[config.mk]
export PLATFORM = sky130hd
export DESIGN_NAME = dmr1_top
export DESIGN_NICKNAME = d
export VERILOG_FILES = /design/src/dmr1_term_sel.v /design/src/dmr1_lat_pipe.v /design/src/dmr1_top.v
export VERILOG_INCLUDE_DIRS = /design/src /design/src/src
export SDC_FILE = /design/constraint.sdc
export NUM_CORES = 1
export LEC_CHECK = 0
export ABC_AREA = 0
export BUFFER_PORTS_ARGS = -buffer_cell sky130_fd_sc_hd__buf_2
export CAP_MARGIN = 20
export CORE_UTILIZATION = 50
export DETAILED_ROUTE_END_ITERATION = 8
export MAX_ROUTING_LAYER = met4
export PLACE_DENSITY_LB_ADDON = 0.15
export SYNTH_ARGS = -nofsm -noshare
export SYNTH_HDL_FRONTEND = slang
export SYNTH_SLANG_ARGS = --single-unit
[constraint.sdc]
create_clock -name CLK -period 4.9 [get_ports CLK]
set_clock_uncertainty 0.05 [all_clocks]
set_input_delay 0.49 -clock CLK [delete_from_list [all_inputs] [get_ports CLK]]
set_output_delay 0.49 -clock CLK [all_outputs]
set_load 0.02 [all_outputs]
[src/dmr1_consts.vh]
// Constants for the first mode register decoder
`ifndef DMR1_CONSTS_VH
`define DMR1_CONSTS_VH
`define DMR1_MR_WIDTH      17
`define DMR1_BIT_DLL_EN    0
`define DMR1_DIC_HI        2
`define DMR1_DIC_LO        1
`define DMR1_AL_HI         4
`define DMR1_AL_LO         3
`define DMR1_BIT_WLVL      7
`define DMR1_NOM_HI        10
`define DMR1_NOM_LO        8
`define DMR1_BIT_QOFF      12
`define DMR1_RSVD_MASK     17'h1E060
`define DMR1_RESET_VAL     17'h00001
`define DMR1_AL_OFF        2'h0
`define DMR1_AL_M1         2'h1
`define DMR1_AL_M2         2'h2
`define DMR1_DIC_DIV7      2'h0
`define DMR1_DIC_DIV5      2'h1
`define DMR1_SEL_MR1       3'h1
`define DMR1_CL_RESET      5'h16
`define DMR1_CWL_RESET     5'h10
`define DMR1_LOCK_CYCLES   768
`define DMR1_SYNC_RESET    11'h020
`endif

[src/dmr1_term_sel.v]
// Termination selector: park, nominal and write values
`timescale 1ns/1ps
`include "dmr1_consts.vh"
module dmr1_term_sel (
    // Settings
    input  wire [2:0] nom_code,
    input  wire [2:0] wr_code,
    input  wire [2:0] park_code,
    input  wire       dll_on,
    // Termination control
    input  wire       odt_in,
    input  wire       wr_active,
    output reg  [2:0] rtt_code,
    output reg        rtt_is_wr
);
    always @* begin
        rtt_is_wr = 1'b0;
        if (!odt_in) begin
            rtt_code = park_code;                         // see [RL14]
        end else if (wr_active && wr_code != 3'h0 && dll_on) begin
            rtt_code  = wr_code;                          // see [RL13] see [RL8]
            rtt_is_wr = 1'b1;
        end else if (dll_on) begin
            rtt_code = nom_code;                          // see [RL12]
        end else begin
            rtt_code = 3'h0;
        end
    end
endmodule

[src/dmr1_lat_pipe.v]
// Additive latency delay line for internal read/write issue
`timescale 1ns/1ps
module dmr1_lat_pipe #(
    parameter DEPTH = 32
) (
    // Clock and reset
    input  wire       clk,
    input  wire       resetn,
    // Command in and out
    input  wire       cmd_in,
    input  wire [4:0] delay,
    output wire       cmd_out
);
    reg [DEPTH-1:0] line_ff;
    always @(posedge clk or negedge resetn) begin
        if (!resetn) begin
            line_ff <= {DEPTH{1'b0}};
        end else begin
            line_ff <= {line_ff[DEPTH-2:0], cmd_in};
        end
    end
    // Zero delay passes through; otherwise tap the line
    assign cmd_out = (delay == 5'h0) ? cmd_in : line_ff[delay - 5'h1];
endmodule

[src/dmr1_top.v]
// First mode register decode and delay-locked loop control
`timescale 1ns/1ps
`include "dmr1_consts.vh"
// Rules this block is built around
// [RL1] Controller writes zeros into reserved bits
// [RL2] Bit twelve set disconnects data and strobes
// [RL3] Bit zero enables the delay-locked loop
// [RL4] Controller keeps loop on for normal use
// [RL5] Loop off in self refresh, back after
// [RL6] Controller waits lock time before reads
// [RL7] Clock enable held high during lock wait
// [RL8] Writes need loop only with write termination
// [RL9] Loop off: controller disables nominal termination
// [RL10] Loop off: controller clears write termination
// [RL11] Bits two-one select driver impedance
// [RL12] Bits ten-eight select nominal termination
// [RL13] Write termination applies without nominal termination
// [RL14] Park termination applies when control low
// [RL15] Additive latency field; codes one and two are decoded and applied, code three reads as off; all nonzero codes are flagged
// [RL16] Commands delayed by additive latency internally
// [RL17] Bit seven enables write leveling
// [RL18] Bank bits 0,0,1 select this register
module dmr1_top #(
    parameter LOCK_CYCLES = `DMR1_LOCK_CYCLES,
    parameter AL_DEPTH    = 32
) (
    // Clock and reset
    input  wire        CLK,
    input  wire        RESETN,
    // Mode-set command
    input  wire        MODE_SET,
    input  wire        BANK_GROUP_BIT0,
    input  wire        BANK_BIT1,
    input  wire        BANK_BIT0,
    input  wire [16:0] ADDR,
    input  wire        DLL_RESET,
    // Latency and other mode register settings
    input  wire [4:0]  CAS_LATENCY,
    input  wire [4:0]  CAS_WRITE_LATENCY,
    input  wire [2:0]  WRITE_TERMINATION,
    input  wire [2:0]  PARK_TERMINATION,
    // Commands and pins
    input  wire        CKE,
    input  wire        SELF_REFRESH_ENTER,
    input  wire        SELF_REFRESH_EXIT,
    input  wire        READ_CMD,
    input  wire        WRITE_CMD,
    input  wire        ON_DIE_TERMINATION,
    // Decoded state
    output reg  [16:0] MODE_REGISTER_ONE,
    output reg         DLL_ACTIVE,
    output reg         DLL_LOCKED,
    output reg         DQ_OE_N,
    output reg  [1:0]  DRIVER_IMPEDANCE_SELECT,
    output reg  [2:0]  NOMINAL_TERMINATION,
    output reg  [1:0]  ADDITIVE_LATENCY,
    output reg  [5:0]  READ_LATENCY,
    output reg  [5:0]  WRITE_LATENCY,
    output reg         WRITE_LEVELING,
    output reg  [2:0]  RTT_CODE,
    output reg         RTT_WRITE_ACTIVE,
    output reg         READ_ISSUE,
    output reg         WRITE_ISSUE,
    output reg         PROTOCOL_ERROR,
    output reg         RESERVED_ERROR
);
    localparam ST_OFF  = 4'b0001;
    localparam ST_LOCK = 4'b0010;
    localparam ST_RUN  = 4'b0100;
    localparam ST_SREF = 4'b1000;

    // Pin inputs pass a two-stage synchroniser
    reg  [10:0] s1_ff;
    reg  [10:0] s2_ff;
    reg  [16:0] a1_ff;
    reg  [16:0] a2_ff;
    always @(posedge CLK or negedge RESETN) begin
        if (!RESETN) begin
            // Clock enable idles high, so no false low is seen in the lock wait
            s1_ff <= `DMR1_SYNC_RESET;
            s2_ff <= `DMR1_SYNC_RESET;
            a1_ff <= 17'h00000;
            a2_ff <= 17'h00000;
        end else begin
            s1_ff <= {MODE_SET, BANK_GROUP_BIT0, BANK_BIT1, BANK_BIT0, DLL_RESET, CKE,
                      SELF_REFRESH_ENTER, SELF_REFRESH_EXIT, READ_CMD, WRITE_CMD,
                      ON_DIE_TERMINATION};
            s2_ff <= s1_ff;
            a1_ff <= ADDR;
            a2_ff <= a1_ff;
        end
    end
    wire mset  = s2_ff[10];
    wire [2:0] bsel = s2_ff[9:7];
    wire dllr  = s2_ff[6];
    wire cke   = s2_ff[5];
    wire sre   = s2_ff[4];
    wire srx   = s2_ff[3];
    wire rd    = s2_ff[2];
    wire wr    = s2_ff[1];
    wire on_die_termination   = s2_ff[0];

    function [1:0] fold_al;
        input [1:0] code;
        begin
            fold_al = (code == `DMR1_AL_M1 || code == `DMR1_AL_M2) ? code : `DMR1_AL_OFF;
        end
    endfunction

    reg  [16:0] mr_ff;
    reg  [3:0]  state_ff;
    reg  [3:0]  nxt_state;
    reg  [15:0] lock_cnt_ff;
    reg  [15:0] nxt_lock_cnt;
    wire        mr_write = mset && (bsel == `DMR1_SEL_MR1);   // see [RL18]
    wire        dll_en   = mr_ff[`DMR1_BIT_DLL_EN];           // see [RL3]
    wire [1:0]  al_code  = fold_al(mr_ff[`DMR1_AL_HI:`DMR1_AL_LO]);
    wire [4:0]  al_cyc   = (al_code == `DMR1_AL_M1) ? CAS_LATENCY - 5'h1 :
                           (al_code == `DMR1_AL_M2) ? CAS_LATENCY - 5'h2 : 5'h0;
    wire        rd_dly;
    wire        wr_dly;
    wire [2:0]  rtt_code;
    wire        write_termination;

    always @(posedge CLK or negedge RESETN) begin
        if (!RESETN) begin
            mr_ff <= `DMR1_RESET_VAL;
        end else if (mr_write) begin
            mr_ff <= a2_ff & ~`DMR1_RSVD_MASK;                // see [RL1]
        end
    end

    // Loop state: lock wait after enable or reset, off in self refresh
    always @* begin
        nxt_state    = state_ff;
        nxt_lock_cnt = lock_cnt_ff;
        case (state_ff)
            ST_OFF: begin
                if (dll_en) begin
                    nxt_state    = ST_LOCK;
                    nxt_lock_cnt = 16'h0000;
                end
            end
            ST_LOCK: begin
                nxt_lock_cnt = lock_cnt_ff + 16'h0001;
                if (!dll_en) begin
                    nxt_state = ST_OFF;
                end else if (sre) begin
                    nxt_state = ST_SREF;                      // see [RL5]
                end else if (lock_cnt_ff >= LOCK_CYCLES[15:0] - 16'h0001) begin
                    nxt_state = ST_RUN;
                end
            end
            ST_RUN: begin
                if (!dll_en) begin
                    nxt_state = ST_OFF;
                end else if (sre) begin
                    nxt_state = ST_SREF;                      // see [RL5]
                end else if (dllr) begin
                    nxt_state    = ST_LOCK;
                    nxt_lock_cnt = 16'h0000;
                end
            end
            ST_SREF: begin
                if (srx) begin
                    nxt_state    = dll_en ? ST_LOCK : ST_OFF; // see [RL5]
                    nxt_lock_cnt = 16'h0000;
                end
            end
            default: begin
                nxt_state = ST_OFF;
            end
        endcase
    end

    always @(posedge CLK or negedge RESETN) begin
        if (!RESETN) begin
            state_ff    <= ST_OFF;
            lock_cnt_ff <= 16'h0000;
        end else begin
            state_ff    <= nxt_state;
            lock_cnt_ff <= nxt_lock_cnt;
        end
    end

    dmr1_lat_pipe #(
        .DEPTH   (AL_DEPTH)
    ) u_rd_pipe (
        .clk     (CLK),
        .resetn  (RESETN),
        .cmd_in  (rd),
        .delay   (al_cyc),
        .cmd_out (rd_dly)
    );

    dmr1_lat_pipe #(
        .DEPTH   (AL_DEPTH)
    ) u_wr_pipe (
        .clk     (CLK),
        .resetn  (RESETN),
        .cmd_in  (wr),
        .delay   (al_cyc),
        .cmd_out (wr_dly)
    );

    dmr1_term_sel u_term (
        .nom_code  (mr_ff[`DMR1_NOM_HI:`DMR1_NOM_LO]),
        .wr_code   (WRITE_TERMINATION),
        .park_code (PARK_TERMINATION),
        .dll_on    (state_ff == ST_RUN),
        .odt_in    (on_die_termination),
        .wr_active (wr_dly),
        .rtt_code  (rtt_code),
        .rtt_is_wr (write_termination)
    );

    // Registered outputs
    always @(posedge CLK or negedge RESETN) begin
        if (!RESETN) begin
            MODE_REGISTER_ONE       <= `DMR1_RESET_VAL;
            DLL_ACTIVE              <= 1'b0;
            DLL_LOCKED              <= 1'b0;
            DQ_OE_N                 <= 1'b1;
            DRIVER_IMPEDANCE_SELECT <= `DMR1_DIC_DIV7;
            NOMINAL_TERMINATION     <= 3'h0;
            ADDITIVE_LATENCY        <= `DMR1_AL_OFF;
            READ_LATENCY            <= {1'b0, `DMR1_CL_RESET};
            WRITE_LATENCY           <= {1'b0, `DMR1_CWL_RESET};
            WRITE_LEVELING          <= 1'b0;
            RTT_CODE                <= 3'h0;
            RTT_WRITE_ACTIVE        <= 1'b0;
            READ_ISSUE              <= 1'b0;
            WRITE_ISSUE             <= 1'b0;
            PROTOCOL_ERROR          <= 1'b0;
            RESERVED_ERROR          <= 1'b0;
        end else begin
            MODE_REGISTER_ONE       <= mr_ff;
            DLL_ACTIVE              <= (state_ff == ST_LOCK) || (state_ff == ST_RUN);
            DLL_LOCKED              <= (state_ff == ST_RUN);
            // Low means driving; bit twelve forces the outputs off
            DQ_OE_N                 <= mr_ff[`DMR1_BIT_QOFF];          // see [RL2]
            DRIVER_IMPEDANCE_SELECT <= mr_ff[`DMR1_DIC_HI:`DMR1_DIC_LO]; // see [RL11]
            NOMINAL_TERMINATION     <= mr_ff[`DMR1_NOM_HI:`DMR1_NOM_LO]; // see [RL12]
            ADDITIVE_LATENCY        <= al_code;                        // see [RL15]
            READ_LATENCY            <= {1'b0, al_cyc} + {1'b0, CAS_LATENCY};       // see [RL16]
            WRITE_LATENCY           <= {1'b0, al_cyc} + {1'b0, CAS_WRITE_LATENCY}; // see [RL16]
            WRITE_LEVELING          <= mr_ff[`DMR1_BIT_WLVL];          // see [RL17]
            RTT_CODE                <= rtt_code;                       // see [RL14]
            RTT_WRITE_ACTIVE        <= write_termination;                         // see [RL13]
            READ_ISSUE              <= rd_dly;                         // see [RL16]
            WRITE_ISSUE             <= wr_dly;                         // see [RL8]
            // Sticky flag: read during lock, clock enable low in lock, loop-off termination
            PROTOCOL_ERROR          <= PROTOCOL_ERROR
                                     | (rd && state_ff == ST_LOCK)     // see [RL6]
                                     | (!cke && state_ff == ST_LOCK)   // see [RL7]
                                     | (state_ff == ST_OFF && on_die_termination &&
                                        mr_ff[`DMR1_NOM_HI:`DMR1_NOM_LO] != 3'h0) // see [RL9]
                                     | (state_ff == ST_OFF && WRITE_TERMINATION != 3'h0); // see [RL10]
            RESERVED_ERROR          <= RESERVED_ERROR
                                     | (mr_write && (a2_ff & `DMR1_RSVD_MASK) != 17'h00000)
                                     | (mr_write && a2_ff[`DMR1_AL_HI:`DMR1_AL_LO] != 2'h0);
        end
    end
endmodule

After elaboration in Yosys (flattened, before gate mapping)
Index checks and enable logic that the tools add are counted.
{"block": "word_totals", "input_bits": 46, "reg_bits": 193}
{"block": "op_classes", "n_bitwise": 6, "n_lt_le_gt_ge": 2, "n_eq_ne": 16, "add_sub_neg": 6, "n_reduce_logical": 21, "muxes": 30}
{"op": "16-bit 2-to-1 mux", "count": 5}
{"op": "16-bit one-hot mux with 4 select lines", "count": 1}
{"op": "4-bit 2-to-1 mux", "count": 8}
{"op": "17-bit nonzero test", "count": 1}
{"op": "16-bit by 1-bit adder with 16-bit output (second input constant)", "count": 1}
{"op": "16-bit by 10-bit >= comparator with 1-bit output (second input constant)", "count": 1}
{"op": "4-bit one-hot mux with 4 select lines", "count": 1}
{"op": "5-bit by 5-bit adder with 6-bit output", "count": 2}
{"op": "1-bit binary-select mux with 5-bit select", "count": 2}
{"op": "1-bit logical AND", "count": 10}
{"op": "5-bit 2-to-1 mux", "count": 2}
{"op": "2-bit != test (second input constant)", "count": 5}
{"op": "5-bit by 1-bit subtractor with 5-bit output (second input constant)", "count": 2}
{"op": "3-bit 2-to-1 mux", "count": 3}
{"op": "4-bit != test (second input constant)", "count": 2}
{"op": "5-bit by 6-bit < comparator with 1-bit output (second input constant)", "count": 1}
{"op": "1-bit 2-to-1 mux", "count": 6}
{"op": "1-bit bitwise OR", "count": 6}
{"op": "6-bit AND reduction", "count": 1}
{"op": "3-bit nonzero test", "count": 2}
{"op": "5-bit logical NOT", "count": 1}
{"op": "5-bit by 2-bit subtractor with 5-bit output (second input constant)", "count": 1}
{"op": "2-bit by 1-bit equality test with 1-bit output (second input constant)", "count": 2}
{"op": "2-bit equality test (second input constant)", "count": 2}
{"op": "11 further kinds", "count": 13}

Depth between registers and ports, before layout
{"block": "depth", "ltp_word": 14, "mapped_depth": 13, "depth_no_buf": 11}

By module
A second synthesis with hierarchy kept.
{"block": "unflattened", "hier_cells": 479, "area_unflattened_um2": 7114.3}
{"mod": "dmr1_top", "instances": 1, "area_per_inst_um2": 4665.7, "cells_per_inst": 344}
{"mod": "dmr1_lat_pipe", "instances": 2, "area_per_inst_um2": 1174.9, "cells_per_inst": 58}
{"mod": "dmr1_term_sel", "instances": 1, "area_per_inst_um2": 98.8, "cells_per_inst": 19}

Least setup slack after synthesis
OpenSTA, ideal clock, no wires.
{"block": "synth_timing", "kind": "input to register", "startpoint": "input CAS_LATENCY[0]", "endpoint": "register READ_LATENCY[5]", "path_slack_ns": 1.819, "arrival_ns": 2.910, "required_time_ns": 4.728, "path_stages": 13, "n_path_buf": 2, "path_cell_list": "buf_2 > inv_1 > ha_1 > nor3b_2 > nor2_2 > inv_2 > clkbuf_1 > ha_1 > a21o_1 > a21oi_1 > nor2b_1 > o21ai_0 > nand2b_1"}
{"block": "synth_between", "elab_chain_len": 4}
{"item": "from (decl)", "line": "dmr1_top.v:38", "source": "input wire [4:0] CAS_LATENCY,"}
{"item": "5-bit by 2-bit subtractor with 5-bit output", "line": "dmr1_top.v:119", "source": "(al_code == `DMR1_AL_M2) ? CAS_LATENCY - 5'h2 : 5'h0;"}
{"item": "5-bit 2-to-1 mux", "line": "dmr1_top.v:119"}
{"item": "5-bit 2-to-1 mux", "line": "dmr1_top.v:118", "source": "wire [4:0] al_cyc = (al_code == `DMR1_AL_M1) ? CAS_LATENCY - 5'h1 :"}
{"item": "5-bit by 5-bit adder with 6-bit output (*)", "line": "dmr1_top.v:245", "source": "READ_LATENCY <= {1'b0, al_cyc} + {1'b0, CAS_LATENCY};"}
{"item": "to (signal assigned)", "line": "dmr1_top.v:227", "source": "READ_LATENCY <= {1'b0, `DMR1_CL_RESET};"}
{"item": "to (signal assigned)", "line": "dmr1_top.v:245"}
{"item": "to (decl)", "line": "dmr1_top.v:57", "source": "output reg [5:0] READ_LATENCY,"}
Mark *: on every way between the ends. The rest lies on a longest branch, timed or not.
A chain may end at the register's enable or synchronous reset.

Final worst setup path
{"block": "layout_timing", "startpoint": "input CAS_LATENCY[0]", "endpoint": "register RTT_CODE[1]"}
{"block": "layout_between", "elab_chain_len": 11}
{"item": "5-bit by 2-bit subtractor with 5-bit output", "line": "dmr1_top.v:119"}
{"item": "5-bit 2-to-1 mux", "line": "dmr1_top.v:119"}
{"item": "5-bit 2-to-1 mux (*)", "line": "dmr1_top.v:118"}
{"item": "5-bit by 1-bit subtractor with 5-bit output", "line": "dmr1_lat_pipe.v:23", "source": "assign cmd_out = (delay == 5'h0) ? cmd_in : line_ff[delay - 5'h1];"}
{"item": "1-bit binary-select mux with 5-bit select", "line": "dmr1_lat_pipe.v:23"}
{"item": "1-bit 2-to-1 mux (implied by the code)", "line": "dmr1_lat_pipe.v:23"}
{"item": "1-bit 2-to-1 mux (*)", "line": "dmr1_lat_pipe.v:23"}
{"item": "1-bit logical AND (*) (2 in series)", "line": "dmr1_term_sel.v:20", "source": "end else if (wr_active && wr_code != 3'h0 && dll_on) begin"}
{"item": "3-bit 2-to-1 mux (*)", "line": "dmr1_term_sel.v:20"}
{"item": "3-bit 2-to-1 mux (*)", "line": "dmr1_term_sel.v:18", "source": "if (!odt_in) begin"}
{"item": "via rtt_code[1]", "line": "dmr1_top.v:122", "source": "wire [2:0] rtt_code;"}
{"item": "to (signal assigned)", "line": "dmr1_top.v:248", "source": "RTT_CODE <= rtt_code;"}
{"item": "to (decl)", "line": "dmr1_top.v:60", "source": "output reg [2:0] RTT_CODE,"}
The timed path passes the listed nets; every way through them passes the cells marked *. The select of a mux whose other input is x is not followed.

==> impl_metrics.ini <==
[status]
status = complete, no violations

[detailed_routing]
drt-vias-per-instance = 5.384
post_drt_wl_per_cell_um = 15.53
vias = 4490
first_iter_violations = 405
postRouteWirelength_mm = 12.95
drt_first_pass_iters = 5
drt_drc_violations_left = 0
drt.antenna.violating_nets = 0

[synthesis]
yosys_warnings = 0
postSynth.topFlopCell = dfrtp_1
post_synth_num_cell_types = 67
mappedNetlistArea_sq_um = 7059
yosys_register_bits = 187
syn_inst = 553
synth.yosys.seq_area_share_pct = 66.47
async_reset_ff_share_pct = 100.0
syn-mean-instance-area_sq_um = 12.77
synth-edff-count = 0

[die]
fp-row-count = 43
core_region_sq_um = 13830
die-height_um = 120.8
ioPinCount = 94
starting_density_of_the_core_pct = 51.05
die_width_um = 120.8
die_area_sq_um = 14600

[cts]
cts.htree.levels = 4
maximum_count_of_clock_buffers_along_a_single_path = 2
cts.root.buffer_cell = clkbuf_16
clk_pin_slew_ps = 70
cts_made_buffers = 17
cts_tree = yes
insertion_delay_ps = 420
cts_num_sinks = 187
cts_hold_repair.buffers = 0
post_cts_resize_count = 0
post-cts-setup-buffers = 0

[placed_design]
dp_cells = 802
portBuffers = 87
place_congestion = 0.9296
place_hpwl_mm = 8.784
place_area_sq_um = 7629

[sta]
worst_slew_slack_as_a_fraction_of_its_limit_pct = 41.33
report.final.slew_viol_count = 0
tns_ps = 0
timing.final.hold_violations = 0
setup_viol_count_final = 0
post-route-min-period_ps = 3339
worst_pin_slew_ps = 878.8
fmaxAchievable_mhz = 299.5
rsz_0062_raised_after_global_routing = no
timing.final.crit_share_pct = 68.14

[cells_and_area]
area.growth.synth_to_final_pct = 16.91
layout.cell_area.non_filler_sq_um = 8253
diodes = 0
stdcell_count = 834
postLayoutCoreUtil_pct = 59.69
final_layout_size_suffix_gt1_share_pct = 23.70
nNetsFinal = 702
final.fill_count = 1104

[worst_setup_path]
r2r.worst_path.cells = 9
critPathKind = in2reg
required_ps = 5160
critical_path.endpoint_type = flip-flop
worstPathMaxFanout = 18
kind_of_start_point_of_the_critical_path = primary input
critical_path_arrival_ps = 3590

[pwr]
vdd_ir_drop_max_mv = 0.3104
powerDensity_nw_per_um2 = 496.3
p_leak_nw = 3.827

[run]
number_of_max_capacitance_violations_reported = 0

[grt]
antenna_found_initial = 0
grt_first_pass_wirelength_mm = 21.69
largest_net_degree_at_the_start_of_global_routing = 103
global_route.overflow_total = 0
vias_in_the_first_global_route = 4391
grtUsageTotal_pct = 20.03

[hold_path]
hp-class = in2async
path summary, 6_finish.rpt:
| kind | start | end | slack [ps] |
|---|---|---|---|
| min in group CLK | BANK_GROUP_BIT0 | s1_ff[9]$_DFF_PN0_ | 120 |
| worst min-delay path | RESETN | WRITE_LATENCY[5]$_DFF_PN0_ | 30 |
| worst max register to register | mr_ff[4]$_DFFE_PN0P_ | RTT_CODE[1]$_DFF_PN0_ | 1680 |
| worst max-delay path | CAS_LATENCY[0] | RTT_CODE[1]$_DFF_PN0_ | 1560 |
| worst min register to register | s1_ff[7]$_DFF_PN0_ | s2_ff[7]$_DFF_PN0_ | 300 |
| max in group asynchronous | RESETN | mr_ff[0]$_DFFE_PN1P_ | 3800 |
through the flow:
step                      power [W]  hold slack, ps  setup slack, ps
final                      0.004096           25.29             1561
after global routing       0.004306           93.10             1382
after CTS                  0.004136           72.81             1637
after detailed placement   0.002707           284.7             1192
after global placement     0.002687           282.8             1309
after floorplan            0.002448           144.4             1819
registers in the layout (all words and copies together) (netlist names), 2 cells and up:
name / cells
ADDITIVE_LATENCY: 2
MODE_REGISTER_ONE: 8
NOMINAL_TERMINATION: 2
READ_LATENCY: 6
RTT_CODE: 3
WRITE_LATENCY: 6
a1_ff: 17
a2_ff: 17
lock_cnt_ff: 16
mr_ff: 11
s1_ff: 11
s2_ff: 11
state_ff: 4
u_rd_pipe.line_ff: 32
u_wr_pipe.line_ff: 32
cells by family (layout without fill, tap and decap cells):
family                   Yosys count  after routing  synth area share, %
other                              1              6              0.05312
adder cells (fa/ha/maj)           15             15                2.871
multiplexers                      13             13                2.038
flip-flops                       187            187                66.47
XOR/XNOR                          24             24                2.978
buffers and inverters             45            141                3.332
AND/OR/NAND/NOR                  164            164                12.16
AO/OA/AOI/OAI                    104            104                10.10
cells in the final DEF (no fill, tap or decap), types with 4 or more instances in the layout:
master / synthesis / routed
a221o_1: 4 / 4
inv_1: 17 / 17
buf_2: 3 / 86
and2_1: 9 / 9
a21o_1: 5 / 5
nor2b_1: 9 / 9
o211ai_1: 4 / 4
conb_1: 1 / 6
o21ai_0: 15 / 15
o22ai_1: 8 / 8
a211oi_1: 6 / 6
nor3_1: 6 / 6
inv_6: 1 / 4
and3_1: 6 / 6
mux2_2: 11 / 11
dfstp_2: 10 / 10
nand3_1: 12 / 12
nand2b_1: 11 / 11
nor2_1: 32 / 32
clkbuf_16: 0 / 17
xnor2_1: 16 / 16
a221oi_1: 4 / 4
or3_1: 4 / 4
inv_8: 0 / 4
ha_1: 13 / 13
a21oi_1: 30 / 30
xor2_1: 8 / 8
nand2_1: 45 / 45
nor4_1: 10 / 10
dfrtp_1: 177 / 177
power breakdown:
group	switching (W)	internal (W)	total [W]
Combinational	0.000545	0.000301	0.000846
Clock	0.000595	0.000822	0.00142
Sequential	0.000106	0.00173	0.00183
Total	0.00125	0.00285	0.00410
layout make-up:
cell class	instances	area [sq um]	share of cell area (%)
inverters	21	83.83	1.016
flip-flops and latches	187	4692	56.85
clock inverters	15	198.9	2.411
clock buffers	17	425.4	5.155
multi-input cells	326	2166	26.24
well taps	180	225.2	2.729
repair buffers	88	461.7	5.594
routing by layer:
layer | track usage [%] | up-vias | wire length, um | share of wire [%]
met1 | 26.52 | 2250 | 5889 | 45
met5 | - | - | 0 | 0
li1 | - | 2096 | - | -
met4 | 6.944 | 0 | 107 | 0.83
met2 | 30.68 | 132 | 6383 | 49
met3 | 4.528 | 12 | 571 | 4.4
critical path: stages:
cell	delay (ps)
buf_2	230
inv_1	160
ha_1	390
nor3b_2	310
nor2_2	170
inv_2	360
o22ai_1	170
o31a_1	260
a221o_1	350
o311ai_1	140
a31oi_1	220
a221o_1	330
synthesized netlist by cell type, types with 3 or more instances:
library cell,number,area (sq um)
a211oi_1,6,45.04
nand2b_1,11,68.82
nand2_1,45,168.9
and3_1,6,37.54
dfrtp_1,177,4429
a221o_1,4,40.04
inv_1,17,63.81
or3_1,4,25.02
o22ai_1,8,50.05
o211ai_1,4,30.03
and2_1,9,56.30
nand3_1,12,60.06
dfstp_2,10,262.8
nor3b_1,3,22.52
nor3_1,6,30.03
ha_1,13,162.7
a21o_1,5,37.54
o21ai_0,15,75.07
nor2_1,32,120.1
inv_2,3,11.26
nor4_1,10,62.56
o31a_1,3,26.28
buf_4,13,97.59
a21oi_1,30,150.1
clkbuf_1,6,22.52
buf_2,3,15.01
a221oi_1,4,35.03
xnor2_1,16,140.1
o32ai_1,3,26.28
a31oi_1,3,18.77
mux2_2,11,123.9
nor2b_1,9,56.30
xor2_1,8,70.07
No activity file was read; power rests on OpenSTA's default activity.
